`src/include/sci_pkg.sv`:
```
// Purpose: Constants, register map and state codes of the card serial engine.
// Assumes: One 200 MHz clock; synchronous active-high reset.
// Notes: Registers are 32-bit words on a plain strobe port.
// Overview of operation
// - Card framing is active only while the frame format select field holds 0x07.
// - Receive and transmit inversion must both be one, so data levels on the line are inverted; card_mode does not check them.
// - Transmit and receive pad select must name the same pin, giving one shared data line.
// - Card framing needs even parity (parity select 0) and 8-bit characters (width 0).
// - Timing select 1 picks T=0 with synchronous transfer and error signalling, 0 picks T=1.
// - A T=0 character is a start bit, eight data bits, a parity bit and two guard bits.
// - The transmitter shifts out start, data and parity, then releases the line for the guard.
// - The guard is lengthened by the number of bits in the extra guard bits field.
// - A clean character leaves the line alone in the guard, and the next one may follow.
// - On a T=0 parity error the receiver pulls the line low in the guard as a NACK.
// - A NACKed character lasts one extra bit: the error bit, then the full guard.
// - A receive parity error sets the parity fault flag and drops the character.
// - The data pin carries the card data both ways and the clock pin gives the card clock.
// - In synchronous operation the rate generator is divided by two, chosen by timing select.
// - With timing select 1, bit rate is the reference over two times (divisor plus one); with 0 it is the reference over (divisor plus one).
// - A transmitter that sees the line low in the guard resends the rejected character; with timing select 0 the guard is not watched and nothing is resent.

package sci_pkg;

   localparam int unsigned sci_aw = 8;
   localparam int unsigned sci_dw = 32;

   // ********************************************************
   // Register offsets.
   // ********************************************************
   localparam logic [7:0] sci_off_control_first = 8'h00;
   localparam logic [7:0] sci_off_control_second = 8'h04;
   localparam logic [7:0] sci_off_control_third = 8'h08;
   localparam logic [7:0] sci_off_rate = 8'h0C;
   localparam logic [7:0] sci_off_data = 8'h10;
   localparam logic [7:0] sci_off_status = 8'h14;
   localparam logic [7:0] sci_off_mask = 8'h18;

   // ********************************************************
   // Field positions and values.
   // ********************************************************
   localparam int unsigned sci_fmt_lsb = 0;
   localparam int unsigned sci_fmt_w = 4;
   localparam logic [3:0] sci_fmt_card = 4'h7;
   localparam int unsigned sci_receive_inversion_bit = 4;
   localparam int unsigned sci_transmit_inversion_bit = 5;
   localparam int unsigned sci_txpad_lsb = 8;
   localparam int unsigned sci_rxpad_lsb = 10;
   localparam int unsigned sci_pad_w = 2;
   localparam int unsigned sci_timing_bit = 12;
   localparam int unsigned sci_enable_bit = 16;
   localparam int unsigned sci_par_bit = 0;
   localparam int unsigned sci_width_lsb = 4;
   localparam int unsigned sci_width_w = 3;
   localparam logic sci_par_even = 1'h0;
   localparam logic [2:0] sci_width_8 = 3'h0;
   localparam int unsigned sci_guard_w = 8;
   localparam int unsigned sci_div_w = 16;
   localparam int unsigned sci_cnt_w = 18;

   // Status and mask bit positions.
   localparam int unsigned sci_st_w = 4;
   localparam int unsigned sci_st_parity_fault_flag = 0;
   localparam int unsigned sci_st_rx = 1;
   localparam int unsigned sci_st_tx = 2;
   localparam int unsigned sci_st_nack = 3;

   // Frame layout: start, eight data, parity.
   localparam logic [3:0] sci_frame_last = 4'h9;
   localparam logic [3:0] sci_parity_idx = 4'h9;
   localparam logic [8:0] sci_guard_min = 9'h002;
   localparam logic [8:0] sci_nack_bits = 9'h001;

   typedef enum logic [2:0] {
      sci_idle_s = 3'h0,
      sci_tx_s = 3'h1,
      sci_txg_s = 3'h2,
      sci_rx_s = 3'h3,
      sci_nack_s = 3'h4,
      sci_guard_s = 3'h5
   } sci_state_t;

endpackage

```
`src/sci_core.sv`:
```
// Purpose: Card mode serial engine with register port, card clock and shared data line.
// Assumes: Data pin is driven only while its output enable is low.
// Notes: Single-word receive holding register; a new character overwrites an unread one.
//
// The strobed register port and the address map were decided locally.
`timescale 1ns/10ps
`default_nettype none

module sci_core (
   input wire logic clock,
   input wire logic srst,
   input wire logic [7:0] reg_addr,
   input wire logic [31:0] reg_wdata,
   input wire logic reg_wr,
   input wire logic reg_rd,
   output logic [31:0] reg_rdata,
   output logic card_clk,
   input wire logic data_in,
   output logic data_out,
   output logic data_oe_n,
   output logic irq
);

   // ********************************************************
   // Register state.
   // ********************************************************
   logic [31:0] control_first_ff;
   logic [31:0] control_second_ff;
   logic [sci_pkg::sci_guard_w-1:0] extra_guard_bits_ff;
   logic [sci_pkg::sci_div_w-1:0] rate_div_ff;
   logic [sci_pkg::sci_st_w-1:0] status_ff;
   logic [sci_pkg::sci_st_w-1:0] mask_ff;
   logic [7:0] tx_data_ff;
   logic tx_pend_ff;
   logic [7:0] rx_data_ff;
   logic [31:0] reg_rdata_ff;

   // ********************************************************
   // Engine state.
   // ********************************************************
   sci_pkg::sci_state_t state_ff;
   sci_pkg::sci_state_t nxt_state;
   logic [sci_pkg::sci_cnt_w-1:0] cyc_cnt_ff;
   logic [8:0] bit_idx_ff;
   logic [7:0] shift_ff;
   logic par_acc_ff;
   logic nack_ff;
   logic drive_ff;
   logic drive_lvl_ff;
   logic line_m_ff;
   logic line_s_ff;
   logic line_d_ff;
   logic [sci_pkg::sci_div_w-1:0] half_cnt_ff;
   logic card_clk_ff;

   logic receive_inversion;
   logic transmit_inversion;
   logic communication_timing_select;
   logic card_mode;
   logic [sci_pkg::sci_cnt_w-1:0] bit_len;
   logic [sci_pkg::sci_cnt_w-1:0] mid_pt;
   logic [sci_pkg::sci_cnt_w-1:0] bit_last;
   logic bit_end;
   logic bit_mid;
   logic [8:0] guard_len;
   logic rx_start;
   logic rx_bit;
   logic [sci_pkg::sci_st_w-1:0] st_set;
   logic st_rd;

   function automatic logic sel(input logic [7:0] addr, input logic [7:0] off);
      sel = (addr == off);
   endfunction

   assign receive_inversion = control_first_ff[sci_pkg::sci_receive_inversion_bit];
   assign transmit_inversion = control_first_ff[sci_pkg::sci_transmit_inversion_bit];
   assign communication_timing_select = control_first_ff[sci_pkg::sci_timing_bit];

   // ********************************************************
   // Mode qualification.
   // ********************************************************
   assign card_mode = control_first_ff[sci_pkg::sci_enable_bit]
      && (control_first_ff[sci_pkg::sci_fmt_lsb +: sci_pkg::sci_fmt_w]
          == sci_pkg::sci_fmt_card)
      && (control_first_ff[sci_pkg::sci_txpad_lsb +: sci_pkg::sci_pad_w]
          == control_first_ff[sci_pkg::sci_rxpad_lsb +: sci_pkg::sci_pad_w])
      && (control_second_ff[sci_pkg::sci_par_bit] == sci_pkg::sci_par_even)
      && (control_second_ff[sci_pkg::sci_width_lsb +: sci_pkg::sci_width_w]
          == sci_pkg::sci_width_8);

   // ********************************************************
   // Rate generator and card clock.
   // ********************************************************
   // The card clock toggles every divisor+1 cycles, so it never exceeds half the reference.
   always_ff @(posedge clock) begin
      if (srst || !card_mode) begin
         half_cnt_ff <= '0;
         card_clk_ff <= 1'b0;
      end else if (half_cnt_ff == rate_div_ff) begin
         half_cnt_ff <= '0;
         card_clk_ff <= !card_clk_ff;
      end else begin
         half_cnt_ff <= half_cnt_ff + 1'b1;
      end
   end

   assign card_clk = card_clk_ff;

   // The divide-by-two stage is switched in by the timing select alone.
   always_comb begin
      if (communication_timing_select) begin
         bit_len = {1'b0, rate_div_ff, 1'b0} + sci_cnt_two();
      end else begin
         bit_len = {2'b00, rate_div_ff} + 1'b1;
      end
   end

   function automatic logic [sci_pkg::sci_cnt_w-1:0] sci_cnt_two();
      sci_cnt_two = {{(sci_pkg::sci_cnt_w-2){1'b0}}, 2'b10};
   endfunction

   // The sample point sits one cycle early to make up for the synchroniser lag.
   assign bit_last = bit_len - 1'b1;
   assign mid_pt = {1'b0, bit_last[sci_pkg::sci_cnt_w-1:1]};
   assign bit_end = (cyc_cnt_ff == bit_last);
   assign bit_mid = (cyc_cnt_ff == mid_pt);
   assign guard_len = sci_pkg::sci_guard_min + {1'b0, extra_guard_bits_ff};

   // ********************************************************
   // Line synchroniser.
   // ********************************************************
   always_ff @(posedge clock) begin
      if (srst) begin
         line_m_ff <= 1'b1;
         line_s_ff <= 1'b1;
         line_d_ff <= 1'b1;
      end else begin
         line_m_ff <= data_in;
         line_s_ff <= line_m_ff;
         line_d_ff <= line_s_ff;
      end
   end

   assign rx_start = line_d_ff && !line_s_ff;
   assign rx_bit = line_s_ff ^ receive_inversion;

   // ********************************************************
   // Character state machine.
   // ********************************************************
   always_comb begin
      nxt_state = state_ff;
      case (state_ff)
         sci_pkg::sci_idle_s: begin
            if (!card_mode) begin
               nxt_state = sci_pkg::sci_idle_s;
            end else if (rx_start) begin
               nxt_state = sci_pkg::sci_rx_s;
            end else if (tx_pend_ff) begin
               nxt_state = sci_pkg::sci_tx_s;
            end
         end
         sci_pkg::sci_tx_s: begin
            if (bit_end && bit_idx_ff[3:0] == sci_pkg::sci_frame_last) begin
               nxt_state = sci_pkg::sci_txg_s;
            end
         end
         sci_pkg::sci_txg_s: begin
            if (bit_end && bit_idx_ff == guard_len + {8'h00, nack_ff} - 1'b1) begin
               nxt_state = sci_pkg::sci_idle_s;
            end
         end
         sci_pkg::sci_rx_s: begin
            if (bit_end && bit_idx_ff[3:0] == sci_pkg::sci_frame_last) begin
               if (par_acc_ff && communication_timing_select) begin
                  nxt_state = sci_pkg::sci_nack_s;
               end else begin
                  nxt_state = sci_pkg::sci_guard_s;
               end
            end
         end
         sci_pkg::sci_nack_s: begin
            if (bit_end) begin
               nxt_state = sci_pkg::sci_guard_s;
            end
         end
         sci_pkg::sci_guard_s: begin
            if (bit_end && bit_idx_ff == guard_len - 1'b1) begin
               nxt_state = sci_pkg::sci_idle_s;
            end
         end
         default: begin
            nxt_state = sci_pkg::sci_idle_s;
         end
      endcase
   end

   always_ff @(posedge clock) begin
      if (srst || !card_mode) begin
         state_ff <= sci_pkg::sci_idle_s;
      end else begin
         state_ff <= nxt_state;
      end
   end

   // Cycle counter within a bit and bit index within a phase.
   always_ff @(posedge clock) begin
      if (srst || state_ff == sci_pkg::sci_idle_s || nxt_state != state_ff) begin
         cyc_cnt_ff <= '0;
      end else if (bit_end) begin
         cyc_cnt_ff <= '0;
      end else begin
         cyc_cnt_ff <= cyc_cnt_ff + 1'b1;
      end
   end

   always_ff @(posedge clock) begin
      if (srst || nxt_state != state_ff) begin
         bit_idx_ff <= '0;
      end else if (bit_end) begin
         bit_idx_ff <= bit_idx_ff + 1'b1;
      end
   end

   // ********************************************************
   // Receive shifter and parity.
   // ********************************************************
   always_ff @(posedge clock) begin
      if (srst || state_ff == sci_pkg::sci_idle_s) begin
         shift_ff <= '0;
         par_acc_ff <= 1'b0;
      end else if (state_ff == sci_pkg::sci_rx_s && bit_mid && bit_idx_ff[3:0] != 4'h0) begin
         // The parity bit is folded in as well, so a clean character leaves zero.
         par_acc_ff <= par_acc_ff ^ rx_bit;
         if (bit_idx_ff[3:0] != sci_pkg::sci_parity_idx) begin
            shift_ff <= {rx_bit, shift_ff[7:1]};
         end
      end
   end

   // A clean character is kept at the end of its parity bit; a bad one is dropped.
   always_ff @(posedge clock) begin
      if (srst) begin
         rx_data_ff <= '0;
      end else if (state_ff == sci_pkg::sci_rx_s && bit_end
                   && bit_idx_ff[3:0] == sci_pkg::sci_frame_last && !par_acc_ff) begin
         rx_data_ff <= shift_ff;
      end
   end

   // ********************************************************
   // Transmit side and NACK detection.
   // ********************************************************
   always_ff @(posedge clock) begin
      if (srst || state_ff == sci_pkg::sci_idle_s) begin
         nack_ff <= 1'b0;
      // The synchronised line lags two cycles, so the look opens as the first guard bit ends.
      end else if (state_ff == sci_pkg::sci_txg_s && (bit_end || bit_idx_ff != 9'h000)
                   && communication_timing_select && !line_s_ff) begin
         nack_ff <= 1'b1;
      end
   end

   always_ff @(posedge clock) begin
      if (srst) begin
         drive_ff <= 1'b0;
         drive_lvl_ff <= 1'b1;
      end else begin
         case (nxt_state)
            sci_pkg::sci_tx_s: begin
               drive_ff <= 1'b1;
               if (nxt_state != state_ff) begin
                  drive_lvl_ff <= 1'b0;
               end else if (bit_end && bit_idx_ff[3:0] == 4'h8) begin
                  drive_lvl_ff <= (^tx_data_ff) ^ transmit_inversion;
               end else if (bit_end) begin
                  drive_lvl_ff <= tx_data_ff[bit_idx_ff[2:0]] ^ transmit_inversion;
               end
            end
            sci_pkg::sci_nack_s: begin
               drive_ff <= 1'b1;
               drive_lvl_ff <= 1'b0;
            end
            default: begin
               drive_ff <= 1'b0;
               drive_lvl_ff <= 1'b1;
            end
         endcase
      end
   end

   assign data_out = drive_lvl_ff;
   assign data_oe_n = !drive_ff;

   // The pending character stays armed after a NACK and is sent again.
   always_ff @(posedge clock) begin
      if (srst) begin
         tx_pend_ff <= 1'b0;
         tx_data_ff <= '0;
      end else if (reg_wr && sel(reg_addr, sci_pkg::sci_off_data) && !tx_pend_ff) begin
         tx_pend_ff <= 1'b1;
         tx_data_ff <= reg_wdata[7:0];
      end else if (state_ff == sci_pkg::sci_txg_s && nxt_state == sci_pkg::sci_idle_s) begin
         tx_pend_ff <= nack_ff;
      end else if (!card_mode) begin
         tx_pend_ff <= 1'b0;
      end
   end

   // ********************************************************
   // Status, mask and interrupt.
   // ********************************************************
   always_comb begin
      st_set = '0;
      if (state_ff == sci_pkg::sci_rx_s && bit_end
          && bit_idx_ff[3:0] == sci_pkg::sci_frame_last) begin
         st_set[sci_pkg::sci_st_parity_fault_flag] = par_acc_ff;
         st_set[sci_pkg::sci_st_rx] = !par_acc_ff;
      end
      if (state_ff == sci_pkg::sci_txg_s && nxt_state == sci_pkg::sci_idle_s) begin
         st_set[sci_pkg::sci_st_tx] = !nack_ff;
         st_set[sci_pkg::sci_st_nack] = nack_ff;
      end
   end

   assign st_rd = reg_rd && sel(reg_addr, sci_pkg::sci_off_status);

   // A read clears the flags, but an event in the same cycle still lands.
   always_ff @(posedge clock) begin
      if (srst) begin
         status_ff <= '0;
      end else if (st_rd) begin
         status_ff <= st_set;
      end else begin
         status_ff <= status_ff | st_set;
      end
   end

   assign irq = |(status_ff & mask_ff);

   // ********************************************************
   // Register writes.
   // ********************************************************
   always_ff @(posedge clock) begin
      if (srst) begin
         control_first_ff <= '0;
         control_second_ff <= '0;
         extra_guard_bits_ff <= '0;
         rate_div_ff <= '0;
         mask_ff <= '0;
      end else if (reg_wr) begin
         if (sel(reg_addr, sci_pkg::sci_off_control_first)) begin
            control_first_ff <= reg_wdata;
         end else if (sel(reg_addr, sci_pkg::sci_off_control_second)) begin
            control_second_ff <= reg_wdata;
         end else if (sel(reg_addr, sci_pkg::sci_off_control_third)) begin
            extra_guard_bits_ff <= reg_wdata[sci_pkg::sci_guard_w-1:0];
         end else if (sel(reg_addr, sci_pkg::sci_off_rate)) begin
            rate_div_ff <= reg_wdata[sci_pkg::sci_div_w-1:0];
         end else if (sel(reg_addr, sci_pkg::sci_off_mask)) begin
            mask_ff <= reg_wdata[sci_pkg::sci_st_w-1:0];
         end
      end
   end

   // ********************************************************
   // Register reads, answered one cycle after the strobe.
   // ********************************************************
   always_ff @(posedge clock) begin
      if (srst) begin
         reg_rdata_ff <= '0;
      end else if (reg_rd) begin
         if (sel(reg_addr, sci_pkg::sci_off_control_first)) begin
            reg_rdata_ff <= control_first_ff;
         end else if (sel(reg_addr, sci_pkg::sci_off_control_second)) begin
            reg_rdata_ff <= control_second_ff;
         end else if (sel(reg_addr, sci_pkg::sci_off_control_third)) begin
            reg_rdata_ff <= {24'h000000, extra_guard_bits_ff};
         end else if (sel(reg_addr, sci_pkg::sci_off_rate)) begin
            reg_rdata_ff <= {16'h0000, rate_div_ff};
         end else if (sel(reg_addr, sci_pkg::sci_off_data)) begin
            reg_rdata_ff <= {23'h000000, tx_pend_ff, rx_data_ff};
         end else if (sel(reg_addr, sci_pkg::sci_off_status)) begin
            reg_rdata_ff <= {28'h0000000, status_ff};
         end else if (sel(reg_addr, sci_pkg::sci_off_mask)) begin
            reg_rdata_ff <= {28'h0000000, mask_ff};
         end else begin
            reg_rdata_ff <= '0;
         end
      end else begin
         reg_rdata_ff <= '0;
      end
   end

   assign reg_rdata = reg_rdata_ff;

endmodule

`default_nettype wire

```
`config.mk`:
```
export PLATFORM = sky130hd
export DESIGN_NAME = sci_core
export DESIGN_NICKNAME = d
export VERILOG_FILES = /design/src/include/sci_pkg.sv /design/src/sci_core.sv
export SDC_FILE = /design/constraint.sdc
export NUM_CORES = 1
export LEC_CHECK = 0
export ABC_AREA = 0
export ABC_CLOCK_PERIOD_IN_PS = 5700
export BUFFER_PORTS_ARGS = -buffer_cell sky130_fd_sc_hd__buf_2
export CORE_MARGIN = 2
export CORE_UTILIZATION = 40
export DETAILED_ROUTE_END_ITERATION = 16
export SYNTH_ARGS = -nofsm -noshare
export SYNTH_HDL_FRONTEND = slang
export SYNTH_SLANG_ARGS = --single-unit
export TNS_END_PERCENT = 20
```
`constraint.sdc`:
```
create_clock -name clock -period 5.7 [get_ports clock]
set_clock_uncertainty 0.1 [all_clocks]
set_input_delay 0.855 -clock clock [delete_from_list [all_inputs] [get_ports clock]]
set_output_delay 0.855 -clock clock [all_outputs]
set_load 0.01 [all_outputs]
```
==> results.ini <==
[worst_setup_path]
end_kind=flip-flop
slowest_stage=dfxtp_1
r2r_end=shift_ff[0]
reg2reg_depth=12
r2r_slack_ns=0.77
crit_chain=nand4_2 > nor4_4 > mux2_2 > a21oi_2 > xor2_1 > xnor2_1 > nand4_1 > or4b_1 > nor4_1 > and2_1 > mux2i_1 > nor2_1
crit_type=flip-flop to flip-flop
crit_required_ns=6.00
worst_path_largest_cell_delay_ns=0.75
path_max_fanout=18
crit_arrival_ns=5.23
regToRegStartpoint=rate_div_ff[3]
critPathLaunchType=flip-flop

[floorplanning]
dieArea_um2=29850
io_pins=81
std_cell_rows=61
fp.dieW_um=172.8
fp.dieH_um=172.8
core_um2=27930
start_util_pct=40.79

[placement]
port_buffers=80
placed_cell_area_um2=11910
gp_congestion=0.8341
dp_hpwl_mm=21.59

[logic_synthesis]
synth_area_leaders=dfxtp_1, nand2_1, xnor2_1, a21oi_1, nor2_1
ys_types=91
netlist.area_leader.share_pct=36.37
syn_nets=1481
syn_avg_cell_area_um2=7.990
synth_edf_count=0
synth_area_leader_cell=dfxtp_1
yosysMostFrequentCell=nand2_1
yosysSeqAreaShare_pct=36.37
synth_ff_type=dfxtp_1
netlist_area_um2=11390
ys_ff_latch=207
yosysWarnings=0
async_flop_share_pct=0
syn_inst=1426
synthTopCellsByCount=nand2_1, dfxtp_1, nor2_1, a21oi_1, xnor2_1

[sta]
slew_viol_final=0
worst_pin_slew_ns=1.046
hold_viol=0
period_minus_slack_ns=4.934
final.setup.tns_ns=0
setup_violations=0
period_share_pct=86.57
maxSlewHeadroom_pct=29.76
fmaxAchievable_ghz=0.2027
rsz0062_at_grt=no

[power]
swShare_pct=21.59
power.share.sequential_pct=45.6
leakage_nw=4.376
p_comb_share_pct=2.8
p_int_mw=2.513
powerDensity_nw_per_um2=250.8
p_switching_mw=0.6920
clkPwrFrac_pct=51.7
ir_drop_mv=0.2029

[routing]
vias=10189
first_pass_iters=6
viasPerCell=5.559
wl_per_cell_um=17.11
drc=0
routed_wl_mm=31.36
antenna_left=0
drtIter0Drc=930

[clock_tree]
post_cts.repair.setup_buffers=0
cts_hold_buf=0
cts.sinks=207
cts_buffers=24
cts_buffer_depth=3
cts_max_level=1
clock_latency_ns=0.53
cts_tree=yes
cts-root-buf=clkbuf_16
cts.repair.resized=0
path_clk_slew_ns=0.06

[global_route]
track_usage_pct=20.35
grt_max_degree=97
grt_pass1_vias=9576
globalRoute.totalOverflow=0
antenna_found_initial=1
grt_pass1_wl_mm=50.81

[worst_hold_path]
hp-start=line_m_ff
hp-class=flip-flop to flip-flop
holdPathEnd=line_s_ff
min_path_cells=1

[status]
status=completed

[final_layout]
diodes=0
final_cell_area_um2=12780
synthToLayoutAreaGrowth_pct=12.18
drive_above_1_share_pct=13.33
nets=1492

[run]
drv_cap=0

[per-layer routing]
layer,vias up,GRT usage [%],part of all wire [%]
li1,5021,-,-
met1,4808,29.03,47
met2,316,32.75,45
met3,42,2.397,6.1
met4,2,5.120,2.0
met5,-,0,0.035
[power groups by stage]
stage	Combinational [mW]	Sequential, mW	Clock, mW
after floorplan	0.0543	1.48	0
after detailed placement	0.0882	1.49	0
after CTS	0.0886	1.46	1.69
after global routing	0.0971	1.46	1.75
final	0.0891	1.46	1.66
after global placement	0.0876	1.49	0
[metrics by stage]
step / setup WS (ns) / hold WS (ns) / std cells / util [%] / total power [mW]
6_report: 0.7657 / 0.3411 / 1833 / 45.75 / 3.205
5_1_grt: 0.4102 / 0.3589 / 1833 / 45.75 / 3.307
4_1_cts: 0.8302 / 0.3388 / 1833 / 45.75 / 3.241
3_5_place_dp: 0.8753 / 0.3294 / 1789 / 42.63 / 1.581
3_3_place_gp: 1.019 / 0.3188 / 1789 / 42.63 / 1.580
2_1_floorplan: 2.031 / 0.2895 / 1426 / - / 1.539
[worst max-delay path: cells and delay by family, from the launching register on]
| kind | cells | cell delay, ns |
|---|---|---|
| muxes | 2 | 0.65 |
| DFF | 1 | 0.75 |
| xor gates and xnor gates | 2 | 0.39 |
| and+or+nand+nor | 7 | 2.61 |
| AOI/OAI and AO/OA | 1 | 0.31 |
[registers in the layout, summed over array words and instances, names as in the netlist, 9 cells and up]
name / count
reg_rdata: 32
rate_div_ff: 16
control_second_ff: 32
control_first_ff: 32
half_cnt_ff: 16
cyc_cnt_ff: 18
bit_idx_ff: 9
[cell usage in the layout (no fill, tap or decap), types with 4 or more instances in the layout]
cell type | synthesis | layout
o21ai_1 | 5 | 5
a222oi_1 | 12 | 12
inv_1 | 24 | 24
buf_2 | 19 | 79
and3_1 | 20 | 20
or2_2 | 10 | 10
o31ai_1 | 6 | 6
and4_1 | 10 | 10
or3_1 | 11 | 11
xor2_1 | 42 | 42
a211o_1 | 5 | 5
nor2b_1 | 10 | 10
o221ai_1 | 5 | 5
and2_1 | 13 | 14
nand4_1 | 30 | 30
nand3_1 | 60 | 59
a22oi_1 | 37 | 37
a311oi_1 | 4 | 4
a211oi_1 | 6 | 6
nor2_1 | 137 | 136
dfxtp_1 | 207 | 206
nand2_1 | 233 | 233
o21ai_0 | 18 | 18
nor3_1 | 29 | 27
buf_4 | 6 | 21
xnor2_1 | 86 | 86
nand3b_1 | 4 | 4
and4b_1 | 4 | 4
a31oi_1 | 11 | 11
mux2i_1 | 34 | 34
a21o_1 | 7 | 7
ha_1 | 10 | 10
clkbuf_16 | 0 | 24
nor4_1 | 8 | 8
clkbuf_8 | 0 | 9
a21oi_1 | 123 | 123
o211ai_1 | 4 | 4
[final cells by class]
type                       count  area, µm²
multi-input combinational   1079       6643
clock buffer                  36      735.7
timing repair buffer         100      553.0
inverter                      25      93.84
sequential                   207       4145
clock inverter                 8      137.6
tap                          378      473.0
fill                        2847      15150
[cell families (layout without fill, tap and decap cells)]
group	Yosys count	after routing	share of synthesized area, %
fa+ha+maj	10	10	1.098
xor+xnor	129	129	9.982
mux	40	40	3.811
buf+inv	140	169	5.480
simple gates	606	606	25.63
flops	207	207	36.37
compound gates	294	294	17.63
[worst max-delay path by stage]
stage | startpoint | cells past startpoint | to
floorplan | rate_div_ff[0] | 15 | rx_data_ff[7]
global placement | rate_div_ff[3] | 12 | shift_ff[4]
detailed placement | rate_div_ff[3] | 12 | shift_ff[0]
CTS | rate_div_ff[3] | 12 | shift_ff[6]
global route | rate_div_ff[3] | 12 | shift_ff[2]
finish | rate_div_ff[3] | 12 | shift_ff[0]
Note: power is estimated with default switching activity, not from simulation.
